==> config.mk <==
export PLATFORM = sky130hd
export DESIGN_NAME = pfsw_ctrl
export DESIGN_NICKNAME = d
export VERILOG_FILES = /design/src/pfsw_pkg.sv /design/src/pfsw_ctrl.sv
export SDC_FILE = /design/constraint.sdc
export NUM_CORES = 1
export LEC_CHECK = 0
export BUFFER_PORTS_ARGS = -buffer_cell sky130_fd_sc_hd__buf_2
export CORE_MARGIN = 5
export CORE_UTILIZATION = 56
export CTS_BUF_LIST = sky130_fd_sc_hd__clkbuf_16
export CTS_CLUSTER_SIZE = 12
export DETAILED_ROUTE_END_ITERATION = 8
export HOLD_SLACK_MARGIN = 0.1
export PLACE_DENSITY = 0.79
export SYNTH_ARGS = -nofsm -noshare
export SYNTH_HDL_FRONTEND = slang
export SYNTH_SLANG_ARGS = --single-unit
export TNS_END_PERCENT = 5
==> constraint.sdc <==
create_clock -name hclk -period 2.2 [get_ports hclk]
set_input_delay 0.11 -clock hclk [delete_from_list [all_inputs] [get_ports hclk]]
set_output_delay 0.11 -clock hclk [all_outputs]
set_load 0.05 [all_outputs]
==> src/pfsw_pkg.sv <==
`default_nettype none
package pfsw_pkg;
  // Register byte offsets on the bus
  localparam logic [7:0] OFF_ADDR_LOW  = 8'h00;
  localparam logic [7:0] OFF_ADDR_HIGH = 8'h04;
  localparam logic [7:0] OFF_DATA_LOW  = 8'h08;
  localparam logic [7:0] OFF_DATA_HIGH = 8'h0C;
  localparam logic [7:0] OFF_CONTROL   = 8'h10;
  localparam logic [7:0] OFF_UNLOCK    = 8'h14;
  // Control register bit positions
  localparam int CTL_RD   = 0;
  localparam int CTL_WR   = 1;
  localparam int CTL_WRITE_ENABLE = 2;
  localparam int CTL_ERR  = 3;
  localparam int CTL_FREE = 4;
  localparam int CTL_LATCH_LOAD_ONLY = 5;
  localparam int CTL_CONFIG_SPACE_SELECT = 6;
  localparam int CTL_PGD  = 7;
  // Geometry
  localparam int ADDR_W  = 15;
  localparam int WORD_W  = 14;
  localparam int LAT_N   = 32;
  localparam int LAT_W   = 5;
  // Unlock keys
  localparam logic [7:0] KEY_FIRST  = 8'h55;
  localparam logic [7:0] KEY_SECOND = 8'hAA;
  // Write latch idle value
  localparam logic [13:0] LATCH_ERASED = 14'h3FFF;
  // Timing
  localparam int CLK_PERIOD_PS = 5000;
  localparam int BUSY_TIME_MS  = 2;
  localparam int BUSY_CYC      = BUSY_TIME_MS * 1000000000 / CLK_PERIOD_PS;
  localparam int SETUP_CYC     = 2;
  // Protected segment upper bounds per protect field code
  localparam logic [14:0] WP_LIMIT_0 = 15'h1000;
  localparam logic [14:0] WP_LIMIT_1 = 15'h0800;
  localparam logic [14:0] WP_LIMIT_2 = 15'h0200;
  localparam logic [14:0] WP_LIMIT_3 = 15'h0000;
  // Flash array request bundle
  typedef struct packed {
    logic        rd;
    logic        wr;
    logic        erase;
    logic [14:0] addr;
    logic [13:0] wdata;
  } pfsw_flash_req_type;
  // Sequencer states
  typedef enum logic [3:0] {
    S_IDLE, S_RD_WAIT, S_RD_ACC, S_RD_CAP, S_SETUP, S_ERASE, S_PROG, S_BUSY, S_DONE
  } pfsw_state_type;
endpackage : pfsw_pkg
`default_nettype wire

==> src/pfsw_ctrl.sv <==
// Function
// - Read steals second instruction cycle
// - Read data lands next cycle, held
// - Reads ignore code protection
// - Erase only whole rows at address
// - Start needs 55h, AAh, then write start
// - Erase select bit shows erase progress
// - Two setup cycles after write start
// - Erase stalls CPU about 2ms, clocks run
// - Resume at third instruction after start
// - Write never erases; software targets erased words
// - Block write stays within latch boundary
// - Latches return to 0x3FFF after write
// - Load-only mode fills one latch, no stall
// - Load-only clear programs whole latch block
// - Unloaded latches keep contents, all programmed
// - Only final programming stalls about 2ms
// - Write start refused without write enable
// - Protected segment never erased or written
// - Write enable cleared at power-up
//
// The AHB-Lite slave port and the placing of the registers were decided locally.
`timescale 1ns/1ps
`default_nettype none
module pfsw_ctrl #(
  parameter int BUSY_CYCLES = pfsw_pkg::BUSY_CYC  // Busy time in clocks
) (
  input  wire logic                         hclk,
  input  wire logic                         hresetn,
  input  wire logic                         hsel,
  input  wire logic [31:0]                  haddr,
  input  wire logic [1:0]                   htrans,
  input  wire logic                         hwrite,
  input  wire logic [2:0]                   hsize,
  input  wire logic [31:0]                  hwdata,
  input  wire logic                         hready,
  output logic                              hreadyout,
  output logic                              hresp,
  output logic [31:0]                       hrdata,
  output pfsw_pkg::pfsw_flash_req_type      flash_req,
  input  wire logic [13:0]                  flash_rdata,
  input  wire logic [1:0]                   cfg_write_protect,
  output logic                              cpu_stall,
  output logic                              cpu_steal
);
  localparam int CW = $clog2(BUSY_CYCLES + 1);
  // Programming walk must fit inside the busy time
  if (BUSY_CYCLES <= pfsw_pkg::LAT_N + pfsw_pkg::SETUP_CYC) begin : g_busy_check
    $error("BUSY_CYCLES too small");
  end
  // Write-protect decode, also used by assertions
  function automatic logic wp_hit(input logic [1:0] f, input logic [14:0] a);
    logic [14:0] lim;
    lim = pfsw_pkg::WP_LIMIT_3;
    unique case (f)
      2'd0: lim = pfsw_pkg::WP_LIMIT_0;
      2'd1: lim = pfsw_pkg::WP_LIMIT_1;
      2'd2: lim = pfsw_pkg::WP_LIMIT_2;
      2'd3: lim = pfsw_pkg::WP_LIMIT_3;
    endcase
    return a < lim;
  endfunction : wp_hit
  // Bus pipeline state
  logic [7:0]  aoff_q;     // Latched register offset
  logic        wpend_q;    // Write data phase pending
  logic        rwait_q;    // Read wait state
  logic [31:0] hrdata_q;   // Registered read data
  // Software registers
  logic [7:0]  addr_low_q;
  logic [6:0]  addr_high_q;
  logic [7:0]  data_low_q;
  logic [5:0]  data_high_q;
  logic        rd_q, wr_q, write_enable_q, err_q;
  logic        free_q, latch_load_only_q, config_space_select_q, pgd_q;
  logic [1:0]  unl_q;      // 0 none, 1 first key, 2 armed
  // Sequencer
  pfsw_pkg::pfsw_state_type st_q;
  logic [CW-1:0]           cnt_q;
  logic [4:0]              idx_q;
  logic [13:0]             latch_q [pfsw_pkg::LAT_N];
  // Address phase and write decode
  wire         aphase   = hsel && hready && htrans[1];
  wire         rd_req   = aphase && !hwrite;
  wire         wr_ctl   = wpend_q && aoff_q == pfsw_pkg::OFF_CONTROL;
  wire         wr_unl   = wpend_q && aoff_q == pfsw_pkg::OFF_UNLOCK;
  wire         idle     = st_q == pfsw_pkg::S_IDLE;
  wire         armed    = unl_q == 2'd2;
  wire [14:0]  addr     = {addr_high_q, addr_low_q};
  wire [13:0]  data_w   = {data_high_q, data_low_q};
  wire [4:0]   lat_sel  = addr_low_q[4:0];
  // Read start: program space only; code protect not consulted
  wire start_rd = wr_ctl && idle && hwdata[pfsw_pkg::CTL_RD]
                  && hwdata[pfsw_pkg::CTL_PGD] && !hwdata[pfsw_pkg::CTL_CONFIG_SPACE_SELECT];
  // Write start needs armed unlock and prior enable
  wire start_wr = wr_ctl && idle && hwdata[pfsw_pkg::CTL_WR] && armed && write_enable_q
                  && hwdata[pfsw_pkg::CTL_PGD] && !hwdata[pfsw_pkg::CTL_CONFIG_SPACE_SELECT];
  // Setup finished this cycle
  wire setup_end = st_q == pfsw_pkg::S_SETUP && cnt_q == '0;
  // Erase and program both refused in protected segment
  wire prot      = wp_hit(cfg_write_protect, addr);
  wire do_load   = setup_end && !prot && !free_q;   // Latch fill
  wire do_erase  = setup_end && !prot && free_q;
  wire do_prog   = do_load && !latch_load_only_q;
  wire last_prog = st_q == pfsw_pkg::S_PROG && idx_q == 5'(pfsw_pkg::LAT_N - 1);
  // Latches return to erased value when programming ends
  wire latch_clr = st_q == pfsw_pkg::S_BUSY && cnt_q == '0 && !free_q;  // Load-only never clears
  // Zero wait on writes, one wait on reads
  assign hreadyout = !rwait_q;
  assign hresp     = 1'b0;
  assign hrdata    = hrdata_q;
  // Read data mux; unlock port and holes read zero
  logic [31:0] rmux;
  always_comb begin
    rmux = 32'h0000_0000;
    unique case (aoff_q)
      pfsw_pkg::OFF_ADDR_LOW:  rmux = {24'h000000, addr_low_q};
      pfsw_pkg::OFF_ADDR_HIGH: rmux = {25'h0000000, addr_high_q};
      pfsw_pkg::OFF_DATA_LOW:  rmux = {24'h000000, data_low_q};
      pfsw_pkg::OFF_DATA_HIGH: rmux = {26'h0000000, data_high_q};
      pfsw_pkg::OFF_CONTROL:   rmux = {24'h000000, pgd_q, config_space_select_q, latch_load_only_q, free_q,
                                        err_q, write_enable_q, wr_q, rd_q};
      default:                 rmux = 32'h0000_0000;
    endcase
  end
  // Bus pipeline; reads sample a cycle late so prior writes land
  always_ff @(posedge hclk or negedge hresetn) begin
    if (!hresetn) begin
      aoff_q   <= 8'h00;
      wpend_q  <= 1'b0;
      rwait_q  <= 1'b0;
      hrdata_q <= 32'h0000_0000;
    end else begin
      if (aphase) begin
        aoff_q <= haddr[7:0];
      end
      wpend_q <= aphase && hwrite;
      rwait_q <= rd_req;
      if (rwait_q) begin
        hrdata_q <= rmux;
      end
    end
  end
  // Address registers, software only
  always_ff @(posedge hclk or negedge hresetn) begin
    if (!hresetn) begin
      addr_low_q  <= 8'h00;
      addr_high_q <= 7'h00;
    end else if (wpend_q) begin
      if (aoff_q == pfsw_pkg::OFF_ADDR_LOW) begin
        addr_low_q <= hwdata[7:0];
      end
      if (aoff_q == pfsw_pkg::OFF_ADDR_HIGH) begin
        addr_high_q <= hwdata[6:0];
      end
    end
  end
  // Data registers; flash read capture beats software
  always_ff @(posedge hclk or negedge hresetn) begin
    if (!hresetn) begin
      data_low_q  <= 8'h00;
      data_high_q <= 6'h00;
    end else if (st_q == pfsw_pkg::S_RD_CAP) begin
      data_low_q  <= flash_rdata[7:0];
      data_high_q <= flash_rdata[13:8];
    end else if (wpend_q) begin
      if (aoff_q == pfsw_pkg::OFF_DATA_LOW) begin
        data_low_q <= hwdata[7:0];
      end
      if (aoff_q == pfsw_pkg::OFF_DATA_HIGH) begin
        data_high_q <= hwdata[5:0];
      end
    end
  end
  // Unlock tracker; any other write breaks the sequence
  always_ff @(posedge hclk or negedge hresetn) begin
    if (!hresetn) begin
      unl_q <= 2'd0;
    end else if (wpend_q) begin
      if (wr_unl && hwdata[7:0] == pfsw_pkg::KEY_FIRST) begin
        unl_q <= 2'd1;
      end else if (wr_unl && hwdata[7:0] == pfsw_pkg::KEY_SECOND && unl_q == 2'd1) begin
        unl_q <= 2'd2;
      end else begin
        unl_q <= 2'd0;
      end
    end
  end
  // Control bits; mode bits frozen while a cycle runs
  always_ff @(posedge hclk or negedge hresetn) begin
    if (!hresetn) begin
      write_enable_q <= 1'b0;  // Off at power-up
      rd_q   <= 1'b0;
      wr_q   <= 1'b0;
      err_q  <= 1'b0;
      free_q <= 1'b0;
      latch_load_only_q <= 1'b0;
      config_space_select_q <= 1'b0;
      pgd_q  <= 1'b0;
    end else begin
      if (wr_ctl) begin
        write_enable_q <= hwdata[pfsw_pkg::CTL_WRITE_ENABLE];  // May drop mid-cycle without abort
      end
      if (wr_ctl && idle) begin
        free_q <= hwdata[pfsw_pkg::CTL_FREE];
        latch_load_only_q <= hwdata[pfsw_pkg::CTL_LATCH_LOAD_ONLY];
        config_space_select_q <= hwdata[pfsw_pkg::CTL_CONFIG_SPACE_SELECT];
        pgd_q  <= hwdata[pfsw_pkg::CTL_PGD];
        err_q  <= err_q && hwdata[pfsw_pkg::CTL_ERR];
      end
      if (setup_end && prot) begin
        err_q <= 1'b1;  // Set wins over a clearing write
      end
      // Read request bit lives until capture
      if (start_rd) begin
        rd_q <= 1'b1;
      end else if (st_q == pfsw_pkg::S_RD_CAP) begin
        rd_q <= 1'b0;
      end
      // Write start cleared on completion
      if (start_wr) begin
        wr_q <= 1'b1;
      end else if (st_q == pfsw_pkg::S_DONE) begin
        wr_q <= 1'b0;
      end
      // Erase select drops when erase ends
      if (st_q == pfsw_pkg::S_DONE) begin
        free_q <= 1'b0;
      end
    end
  end
  // Sequencer
  always_ff @(posedge hclk or negedge hresetn) begin
    if (!hresetn) begin
      st_q  <= pfsw_pkg::S_IDLE;
      cnt_q <= '0;
      idx_q <= 5'h00;
    end else begin
      unique case (st_q)
        pfsw_pkg::S_IDLE: begin
          if (start_rd) begin
            st_q <= pfsw_pkg::S_RD_WAIT;
          end else if (start_wr) begin
            st_q  <= pfsw_pkg::S_SETUP;  // Two setup cycles
            cnt_q <= CW'(pfsw_pkg::SETUP_CYC - 1);
          end
        end
        pfsw_pkg::S_RD_WAIT: st_q <= pfsw_pkg::S_RD_ACC;  // First instruction after the read runs
        pfsw_pkg::S_RD_ACC:  st_q <= pfsw_pkg::S_RD_CAP;
        pfsw_pkg::S_RD_CAP:  st_q <= pfsw_pkg::S_IDLE;
        pfsw_pkg::S_SETUP: begin
          cnt_q <= cnt_q - CW'(1);
          if (cnt_q == '0) begin
            // Load-only returns at once, no stall
            if (do_erase) begin
              st_q <= pfsw_pkg::S_ERASE;
            end else if (do_prog) begin
              st_q  <= pfsw_pkg::S_PROG;
              idx_q <= 5'h00;
            end else begin
              st_q <= pfsw_pkg::S_DONE;
            end
          end
        end
        pfsw_pkg::S_ERASE: begin
          st_q  <= pfsw_pkg::S_BUSY;  // Erase time
          cnt_q <= CW'(BUSY_CYCLES - 2);
        end
        pfsw_pkg::S_PROG: begin
          idx_q <= idx_q + 5'h01;
          if (last_prog) begin
            st_q  <= pfsw_pkg::S_BUSY;  // Program time
            cnt_q <= CW'(BUSY_CYCLES - pfsw_pkg::LAT_N - 1);
          end
        end
        pfsw_pkg::S_BUSY: begin
          cnt_q <= cnt_q - CW'(1);
          if (cnt_q == '0) begin
            st_q <= pfsw_pkg::S_DONE;
          end
        end
        pfsw_pkg::S_DONE: st_q <= pfsw_pkg::S_IDLE;  // Stall lifted; third instruction runs next
      endcase
    end
  end
  // Write latches; unloaded ones keep contents
  always_ff @(posedge hclk or negedge hresetn) begin
    if (!hresetn) begin
      for (int i = 0; i < pfsw_pkg::LAT_N; i++) begin
        latch_q[i] <= pfsw_pkg::LATCH_ERASED;
      end
    end else if (latch_clr) begin
      for (int i = 0; i < pfsw_pkg::LAT_N; i++) begin
        latch_q[i] <= pfsw_pkg::LATCH_ERASED;
      end
    end else if (do_load) begin
      latch_q[lat_sel] <= data_w;
    end
  end
  // Flash request; row and block base from address
  always_comb begin
    flash_req       = '0;
    flash_req.rd    = st_q == pfsw_pkg::S_RD_ACC;
    flash_req.erase = st_q == pfsw_pkg::S_ERASE;  // Writes never erase
    flash_req.wr    = st_q == pfsw_pkg::S_PROG;
    flash_req.addr  = flash_req.erase ? {addr[14:5], 5'h00} : addr;
    if (st_q == pfsw_pkg::S_PROG) begin
      flash_req.addr  = {addr[14:5], idx_q};
      flash_req.wdata = latch_q[idx_q];
    end
  end
  // Stall only for erase and final programming; peripherals run on
  assign cpu_stall = st_q == pfsw_pkg::S_ERASE || st_q == pfsw_pkg::S_PROG
                     || st_q == pfsw_pkg::S_BUSY;
  assign cpu_steal = st_q == pfsw_pkg::S_RD_ACC;
  // Checks
  property p_steal;
    @(posedge hclk) disable iff (!hresetn) start_rd |=> ##1 cpu_steal && flash_req.rd;
  endproperty
  a_steal: assert property (p_steal) else $error("read cycle not stolen");
  property p_rdata;
    @(posedge hclk) disable iff (!hresetn)
      cpu_steal ##1 1'b1 |=> data_low_q == $past(flash_rdata[7:0]) && data_high_q == $past(flash_rdata[13:8]);
  endproperty
  a_rdata: assert property (p_rdata) else $error("read data not captured");
  property p_wrgate;
    @(posedge hclk) disable iff (!hresetn) $rose(wr_q) |-> $past(write_enable_q) && $past(unl_q) == 2'd2;
  endproperty
  a_wrgate: assert property (p_wrgate) else $error("write start without unlock");
  property p_setup;
    @(posedge hclk) disable iff (!hresetn) $rose(wr_q) |-> !cpu_stall [*2];
  endproperty
  a_setup: assert property (p_setup) else $error("setup cycles stalled");
  property p_erase;
    @(posedge hclk) disable iff (!hresetn) flash_req.erase |-> cpu_stall [*8] ##0 free_q;
  endproperty
  a_erase: assert property (p_erase) else $error("erase stall short");
  property p_load;
    @(posedge hclk) disable iff (!hresetn) do_load && latch_load_only_q |=> !cpu_stall && latch_q[$past(lat_sel)] == $past(data_w);
  endproperty
  a_load: assert property (p_load) else $error("latch load wrong");
  property p_clr;
    @(posedge hclk) disable iff (!hresetn) latch_clr |=> latch_q[0] == pfsw_pkg::LATCH_ERASED;
  endproperty
  a_clr: assert property (p_clr) else $error("latches not reset");
  property p_done;
    @(posedge hclk) disable iff (!hresetn) $fell(cpu_stall) |=> !wr_q;
  endproperty
  a_done: assert property (p_done) else $error("write start not cleared");
  property p_prot;
    @(posedge hclk) disable iff (!hresetn)
      (flash_req.wr || flash_req.erase) |-> !wp_hit(cfg_write_protect, flash_req.addr);
  endproperty
  a_prot: assert property (p_prot) else $error("protected segment touched");
  property p_block;
    @(posedge hclk) disable iff (!hresetn) flash_req.wr |-> flash_req.addr[14:5] == addr[14:5];
  endproperty
  a_block: assert property (p_block) else $error("block boundary crossed");
  c_read:  cover property (@(posedge hclk) start_rd ##3 idle);
  c_erase: cover property (@(posedge hclk) flash_req.erase);
  c_prog:  cover property (@(posedge hclk) last_prog);
  c_load:  cover property (@(posedge hclk) do_load && latch_load_only_q);
endmodule : pfsw_ctrl
`default_nettype wire

Word level (Yosys, flattened, before mapping)
Index checks and enable logic that the tools add are counted.
W data, S select, Z words.
{"block": "totals", "register_bits": 557, "latch_bits": 0, "ram_bits": 0, "rom_bits": 0, "in_bits": 90, "output_inout_bits": 68, "mem_count": 0}
{"block": "classes", "addsub": 2, "n_mul": 0, "n_div": 0, "n_lt_le_gt_ge": 4, "eq_ne": 29, "shifts": 0, "n_mux": 44, "n_bitwise": 2, "reduce_logical": 60}
{"cell": "$mux W448", "n": 2}
{"cell": "$bwmux W448", "n": 1}
{"cell": "$mux W19", "n": 4}
{"cell": "$pmux W19 S4", "n": 1}
{"cell": "$bmux W14 S5", "n": 1}
{"cell": "$demux W14 S5", "n": 1}
{"cell": "$pmux W15 S4", "n": 1}
{"cell": "$mux W14", "n": 3}
{"cell": "$pmux W8 S5", "n": 1}
{"cell": "$pmux W4 S8", "n": 1}
{"cell": "$logic_and A1 B1 Y1", "n": 29}
{"cell": "$mux W4", "n": 7}
{"cell": "$mux W8", "n": 3}
{"cell": "$mux W5", "n": 4}
{"cell": "$logic_not A19 Y1", "n": 1}
{"cell": "$sub A19 B1 Y19 const B", "n": 1}
{"cell": "$mux W6", "n": 3}
{"cell": "$reduce_bool A2 Y1", "n": 9}
{"cell": "$eq A4 B3 Y1 const B", "n": 4}
{"cell": "$eq A8 B4 Y1 const B", "n": 2}
{"cell": "$eq A8 B5 Y1 const B", "n": 2}
{"cell": "$lt A15 B15 Y1", "n": 1}
{"cell": "$ge A6 B6 Y1 const B", "n": 2}
{"cell": "$not A5 Y6", "n": 2}
{"cell": "other kinds (26)", "n": 55}

Depth between registers and ports, before layout
Gate-level depths: netlist of the first run.
{"block": "logic_depth", "word_depth": 11, "depth_mapped": 11, "mapped_depth_nobuf": 8}

Worst setup path after synthesis of the first run
No wires, ideal clock.
{"block": "synth_path", "path_type": "register to output", "from": "reg idx_q[0]", "to": "out flash_req[13] in the netlist's numbering", "t_arrival_ns": 2.560, "path_slack_ns": -0.470, "path_stages_with_launch": 8, "path_buffers": 3, "cell_sequence": "dfrtp_1 buf_2 buf_4 buf_2 mux4_2 mux2i_1 a22o_1 nor3_1"}
{"item": "start: declaration", "line": "pfsw_ctrl.sv:79", "source": "logic [4:0] idx_q;"}
{"item": "start signal: assignment", "line": "pfsw_ctrl.sv:269", "source": "idx_q <= idx_q + 5'h01;"}
{"item": "end: declaration", "line": "pfsw_ctrl.sv:40", "source": "output pfsw_pkg::pfsw_flash_req_type flash_req,"}

==> results of run 1 <==
[sequential cells by signal, summed over array words and instances, names as in the netlist, 6 cells and up]
register     count
addr_high_q      7
hrdata           8
aoff_q           8
data_high_q      6
data_low_q       8
latch_q        448
cnt_q           19
addr_low_q       8
[final cells by class]
class                      count  area (µm²)
fill                        3153       15400
sequential                   533       13900
multi-input combinational   1657       12500
timing repair buffer         329        3620
clock buffer                  58        1450
tap                          615         769
clock inverter                42         190
inverter                      16        72.6
timing repair inverter         1        8.76
antenna                        2        5.00
[how the worst max path moves through the flow]
stage	from	endpoint	slack [ns]
after floorplan	st_q[3]$_DFFE_PN0P_	flash_req[31]	-0.06
after global placement	idx_q[0]$_DFFE_PN0P_	flash_req[6]	-0.28
after detailed placement	idx_q[0]$_DFFE_PN0P_	flash_req[8]	-0.28
after CTS	idx_q[0]$_DFFE_PN0P_	flash_req[8]	-0.76
after global routing	idx_q[0]$_DFFE_PN0P_	flash_req[6]	-0.81
final	idx_q[0]$_DFFE_PN0P_	flash_req[6]	-0.79
[cell usage in the layout (no fill, tap or decap), drive strengths merged, types with 8 or more instances in the layout]
cell,count
nor2,63
conb,25
o31ai,14
nor3,29
clkinv,20
o211ai,449
mux2,57
a31oi,14
dfstp,448
a222oi,8
dlygate4sd3,36
mux2i,42
clkbuf,58
nand4,38
o22ai,18
a22o,22
inv,38
dfrtp,85
buf,292
o21ai,31
mux4,112
a21oi,14
nand2,601
[critical path: stages (launching register included)]
cell	delay, ns
dfrtp_4	0.50
buf_6	0.14
buf_12	0.14
buf_16	0.15
mux4_2	0.34
mux2i_1	0.09
a22o_1	0.26
nor3_4	0.31
buf_4	0.18
buf_8	0.13
[logic make-up after synthesis]
family,count (synthesis),synth area share
fa+ha+maj,6,0.00275
simple gates,810,0.128
mux,211,0.131
buf+inv,283,0.0536
flops,533,0.510
xor+xnor,3,0.000964
compound gates,602,0.174
other cells,1,0.000138
[report_power, final]
part,leakage (nW),switching [mW],internal (mW)
combinational,7.56,0.966,0.340
sequential,5.71,0.188,9.95
clock,0.891,3.94,4.81
total,14.2,5.09,15.1
[per-stage QoR]
step	utilization	hold slack (ns)	instances	area (µm²)	setup WS, ns
2_1_floorplan	-	-0.186	2473	27400	-0.0643
3_3_place_gp	0.618	0.276	3091	29600	-0.283
3_5_place_dp	0.618	0.283	3091	29600	-0.285
4_1_cts	0.673	0.146	3248	32300	-0.760
5_1_grt	0.678	0.176	3251	32500	-0.814
6_report	0.678	0.141	3253	32500	-0.787
[layer usage]
metal	share of wire	track usage	routed length (µm)	up-vias
li1	-	-	-	9298
met1	0.37	0.424	31800	11400
met2	0.46	0.491	40100	1584
met3	0.12	0.0822	10500	345
met4	0.051	0.135	4470	0
met5	0	0	0	-
[timing repair]
item / in CTS / in global routing
cloned: 4 / 0
resized for setup: 99 / 46
pin swaps: 19 / 118
hold endpoints to repair: 215 / 0
buffers inserted: 18 / 4
hold buffers: 36 / 0
endpoints found under the setup margin: 461 / 496
==> flow_summary_export.csv, run 1 <==
group,metric,value,unit
critical_path,rrSetupSlack,-0.17,ns
critical_path,rr_startpoint,"idx_q[0]$_DFFE_PN0P_",
power,finalPower,20.2,mW
synth,yosysSeqAreaShare,0.510,
global_route,grt_max_degree,112,
timing,slew_headroom,0.363,
status,status,"finished with violations",
timing,setup_ws,-0.787,ns
timing,fin_crit_sh,1.36,
die,initial_core_util,0.569,
synth,synth_cells,2449,
final_layout,nets,2689,
critical_path,required,2.09,ns
critical_path,reg2regPathDepth,10,
critical_path,cp_max_fo,8,
synth,synth-seq-cells,533,
clocking,tritoncts,"done",
die,core_area,0.0479,mm²
power,ir_worst_vdd,0.650,mV
hold_path,hold-path-cell-count,5,
die,die_h,231,µm
power,powerDensity,621,mW/mm²
synth,ys_dominant_reg_cell,"dfstp_2",
die,die_w,231,µm
status,violations,"negative setup slack",
detailed_routing,dr.pass1.iters,9,
global_route,grt_usage,0.316,
detailed_routing,drc,0,
final_layout,drive_above_1_share,0.426,
detailed_routing,wl_per_cell,26.7,µm
detailed_routing,ant_nets,0,
clocking,numCtsBuffers,55,
synth,yosysWarnings,0,
placement,hpwl,52600,µm
detailed_routing,via_per_inst,6.96,
timing,fmax,335,MHz
die,rows,80,
synth,yosys.area.top_type,"dfstp_2",
critical_path,endpoint_kind,"primary output",
global_route,grt_pass1_wl,134000,µm
critical_path,path_class,"register to primary output",
final_layout,syn2layout_area_growth,19.2,%
hold_path,whs_endpoint,"err_q$_DFFE_PN0P_",
timing,report.final.setup_viol,105,
timing,tightest_slew,0.953,ns
hold_path,worst_hold_startpoint,"cfg_write_protect[0]",
run,drv_cap,0,
synth,post-synth-top-count-cell,"nand2_1",
synth,synth_area_leaders,"dfstp_2 (43%), o211ai_1 (11%), mux4_2 (9.2%), nand2_1 (8.2%), dfrtp_1 (7.8%)",
clocking,cts.clk_slew.worst_paths,0.06,ns
clocking,htreeDepth,2,
placement,port_buffers,80,
critical_path,r2r-end,"cnt_q[6]$_DFFE_PN0P_",
detailed_routing,vias,22600,
hold_path,hold_class,"input port to register",
synth,synth_top_area_share,0.432,
timing,fin_crit,2.99,ns
clocking,worstSkewPairLatency,0.62,ns
clocking,cts_buffer_depth,3,
timing,fin_setup_tns,-13.68,ns
timing,clock-skew-final,0.0160,ns
timing,final_hold_viol_count,0,
power,leakage,14.2,nW
global_route,grt_overflow,0,
clocking,cts.sinks,533,
die,die_area,0.0532,mm²
die,io_pins,158,
synth,async_flop_share,1.00,
placement,gp_congestion,0.889,
synth,synth_edf_count,0,
detailed_routing,drt_iter0_markers,3137,
clocking,cts_root_buf,"clkbuf_16",
critical_path,cp-start-kind,"register",
synth,synth_cell_types,66,
timing,rsz0062_at_grt,"true",
detailed_routing,drt-total-wl,86900,µm
global_route,grt_pass1_vias,23200,
synth,ys_top_cells_by_count,"nand2_1 (597), dfstp_2 (448), o211ai_1 (389)",
synth,synthesis.area,0.0273,mm²
critical_path,crit_arrival,2.88,ns
synth,syn_area_per_cell,11.1,µm²
timing,final_max_slew_viol_count,0,
global_route,antenna_found_initial,1,
No activity file was read; power rests on OpenSTA's default activity.
==> run 2: changes to the inputs <==
--- a/config.mk
+++ b/config.mk
@@ -6,7 +6,7 @@
 export NUM_CORES = 1
 export LEC_CHECK = 0
 export BUFFER_PORTS_ARGS = -buffer_cell sky130_fd_sc_hd__buf_2
-export CORE_MARGIN = 5
+export CORE_MARGIN = 10
 export CORE_UTILIZATION = 56
 export CTS_BUF_LIST = sky130_fd_sc_hd__clkbuf_16
 export CTS_CLUSTER_SIZE = 12
==> run 2 against run 1 <==
Net effect:
- the flow still finishes with violations (negative setup slack)
- non-clock buffer count grew 22
- final cell count up 0.49%
- total power down 1.2%
- die area increased by 8.9%
- via count up 0.49%
- combinational power about the same
- critical path type unchanged
- largest power group unchanged
==> flow_summary_export.csv, run 2 (synthesized netlist as in run 1, its figures left out) <==
group,metric,value,unit
timing,setup_ws,-0.740,ns
critical_path,cp_max_fo,8,
critical_path,reg2regPathDepth,11,
final_layout,largestRegisters,"latch_q (448), cnt_q (19)",
run,drv_cap,0,
critical_path,worstPathCellList,"buf_12 -> buf_16 -> clkbuf_16 -> mux4_2 -> mux2i_1 -> a22o_1 -> nor3_4 -> buf_6",
critical_path,slowest_delay,0.51,ns
power,p_sw_frac,0.253,
power,p_seq_frac,0.509,
power,leakage,14.3,nW
global_route,grt_max_degree,192,
clocking,cts.sinks,533,
die,die_area,0.0579,mm²
status,status,"finished with violations",
critical_path,crit_buf_inv,4,
detailed_routing,via_per_inst,6.96,
final_layout,drive_above_1_share,0.433,
die,rows,80,
power,ir_worst_vdd,0.735,mV
final_layout,layout_common_cells,"nand2_1 (597), dfstp_2 (448), o211ai_1 (389)",
timing,final_hold_viol_count,0,
detailed_routing,drc,0,
final_layout,antenna_cells,0,
final_layout,fillers,3132,
power,finalPower,19.9,mW
global_route,grt_overflow,0,
detailed_routing,drt-total-wl,87700,µm
die,io_pins,158,
global_route,grt_pass1_vias,23300,
placement,gp_congestion,0.902,
die,initial_core_util,0.569,
clocking,cts_buffer_depth,3,
hold_path,hold_class,"input port to asynchronous set/reset pin",
detailed_routing,dr.pass1.iters,8,
clocking,htreeDepth,2,
timing,rsz0062_at_grt,"true",
detailed_routing,drt_iter0_markers,2721,
final_layout,final_common_cell,"nand2_1",
final_layout,top_register,"latch_q",
detailed_routing,vias,22800,
clocking,cts_root_buf,"clkbuf_16",
die,die_w,241,µm
die,core_area,0.0479,mm²
final_layout,multi_input_area,0.0125,mm²
critical_path,endpoint_kind,"primary output",
power,p_int,14.9,mW
critical_path,cp-start-kind,"register",
placement,hpwl,54000,µm
critical_path,cp_slowest_cell,"dfrtp_4",
detailed_routing,ant_nets,0,
power,clkPwrFrac,0.426,
timing,final_max_slew_viol_count,0,
timing,clock-skew-final,0.0240,ns
global_route,grt_pass1_wl,136000,µm
final_layout,fin_util,0.685,
placement,port_buffers,80,
critical_path,path_class,"register to primary output",
final_layout,regArea,0.0139,mm²
timing,fin_crit,2.94,ns
final_layout,largest_reg_flops,448,
timing,slew_headroom,0.342,
status,violations,"negative setup slack",
final_layout,syn2layout_area_growth,20.4,%
timing,fin_crit_sh,1.34,
global_route,antenna_found_initial,0,
critical_path,r2r-end,"cnt_q[17]$_DFFE_PN0P_",
clocking,tritoncts,"done",
timing,hold_ws,0.108,ns
critical_path,crit_arrival,2.83,ns
die,die_h,241,µm
detailed_routing,wl_per_cell,26.8,µm
clocking,worstSkewPairLatency,0.62,ns
power,power_switching,5.05,mW
critical_path,rr_startpoint,"idx_q[0]$_DFFE_PN0P_",
power,powerDensity,607,mW/mm²
timing,tightest_slew,0.987,ns
global_route,grt_usage,0.300,
critical_path,required,2.09,ns
timing,fmax,340,MHz
timing,report.final.setup_viol,39,
clocking,cts.clk_slew.worst_paths,0.06,ns
power,p_comb_frac,0.066,
final_layout,nets,2710,
critical_path,crit_family,"buffers and inverters",
critical_path,rrSetupSlack,-0.24,ns
clocking,numCtsBuffers,55,
placement,dp_slack,-0.265,ns
## run 2: cell count changes in the layout (fill, tap and decap cells not counted), sizes merged
cell,previous run,this run
buf,292,307
clkbuf,58,62
clkinv,20,22
diode,2,0
inv,38,35
## run 2: repair_timing
item	CTS	global route
hold endpoints to repair	172	0
cloned	4	6
buffers inserted	15	11
resized for setup	103	48
hold buffers	36	0
pin swaps	9	33
endpoints found under the setup margin	481	498
## run 2: per-layer routing
layer | up-vias | routed length, µm | GRT usage | share of wire
met4 | 0 | 4240 | 0.133 | 0.048
li1 | 9332 | - | - | -
met5 | - | 0 | 0 | 0
met2 | 1614 | 40500 | 0.466 | 0.46
met3 | 338 | 11200 | 0.0932 | 0.13
met1 | 11500 | 31700 | 0.382 | 0.36
## run 2: power groups by stage
| stage | clock, mW | sequential (mW) | combinational [mW] |
|---|---|---|---|
| floorplan | 0 | 10.3 | 0.587 |
| global placement | 0 | 10.3 | 1.16 |
| detailed placement | 0 | 10.3 | 1.19 |
| CTS | 8.49 | 10.1 | 1.26 |
| global route | 8.96 | 10.1 | 1.39 |
| finish | 8.49 | 10.1 | 1.31 |
## run 2: worst max path at each step
stage | startpoint | endpoint | cells past startpoint
after floorplan | st_q[3]$_DFFE_PN0P_ | flash_req[31] | 3
after global placement | idx_q[0]$_DFFE_PN0P_ | flash_req[4] | 6
after detailed placement | idx_q[0]$_DFFE_PN0P_ | flash_req[4] | 6
after CTS | idx_q[0]$_DFFE_PN0P_ | flash_req[3] | 8
after global routing | idx_q[0]$_DFFE_PN0P_ | flash_req[3] | 8
final | idx_q[0]$_DFFE_PN0P_ | flash_req[2] | 8
## run 2: worst register-to-register path: stages (launching register included)
cell and delay, ns:
dfrtp_4 0.51, buf_6 0.16, buf_4 0.17, ha_1 0.21
and3_1 0.18, ha_2 0.19, o21ai_2 0.14, a21o_1 0.24
buf_6 0.14, buf_4 0.14, nor3_1 0.05, o22a_1 0.18
## run 2: through the flow
step | setup TNS (ns) | cell area, µm² | std cells
5_1_grt | -27.48 | 32800 | 3269
3_5_place_dp | -73.81 | 29800 | 3101
4_1_cts | -13.77 | 32400 | 3253
6_report | -13.55 | 32800 | 3269
2_1_floorplan | -3.61 | 27400 | 2473
3_3_place_gp | -74.21 | 29800 | 3101
## run 2: layout make-up
cell class	count	area share
sequential	533	0.424
multi-input combinational	1657	0.382
timing repair buffer	351	0.121
clock buffer	55	0.0419
tap	615	0.0234
clock inverter	42	0.00594
inverter	16	0.00221
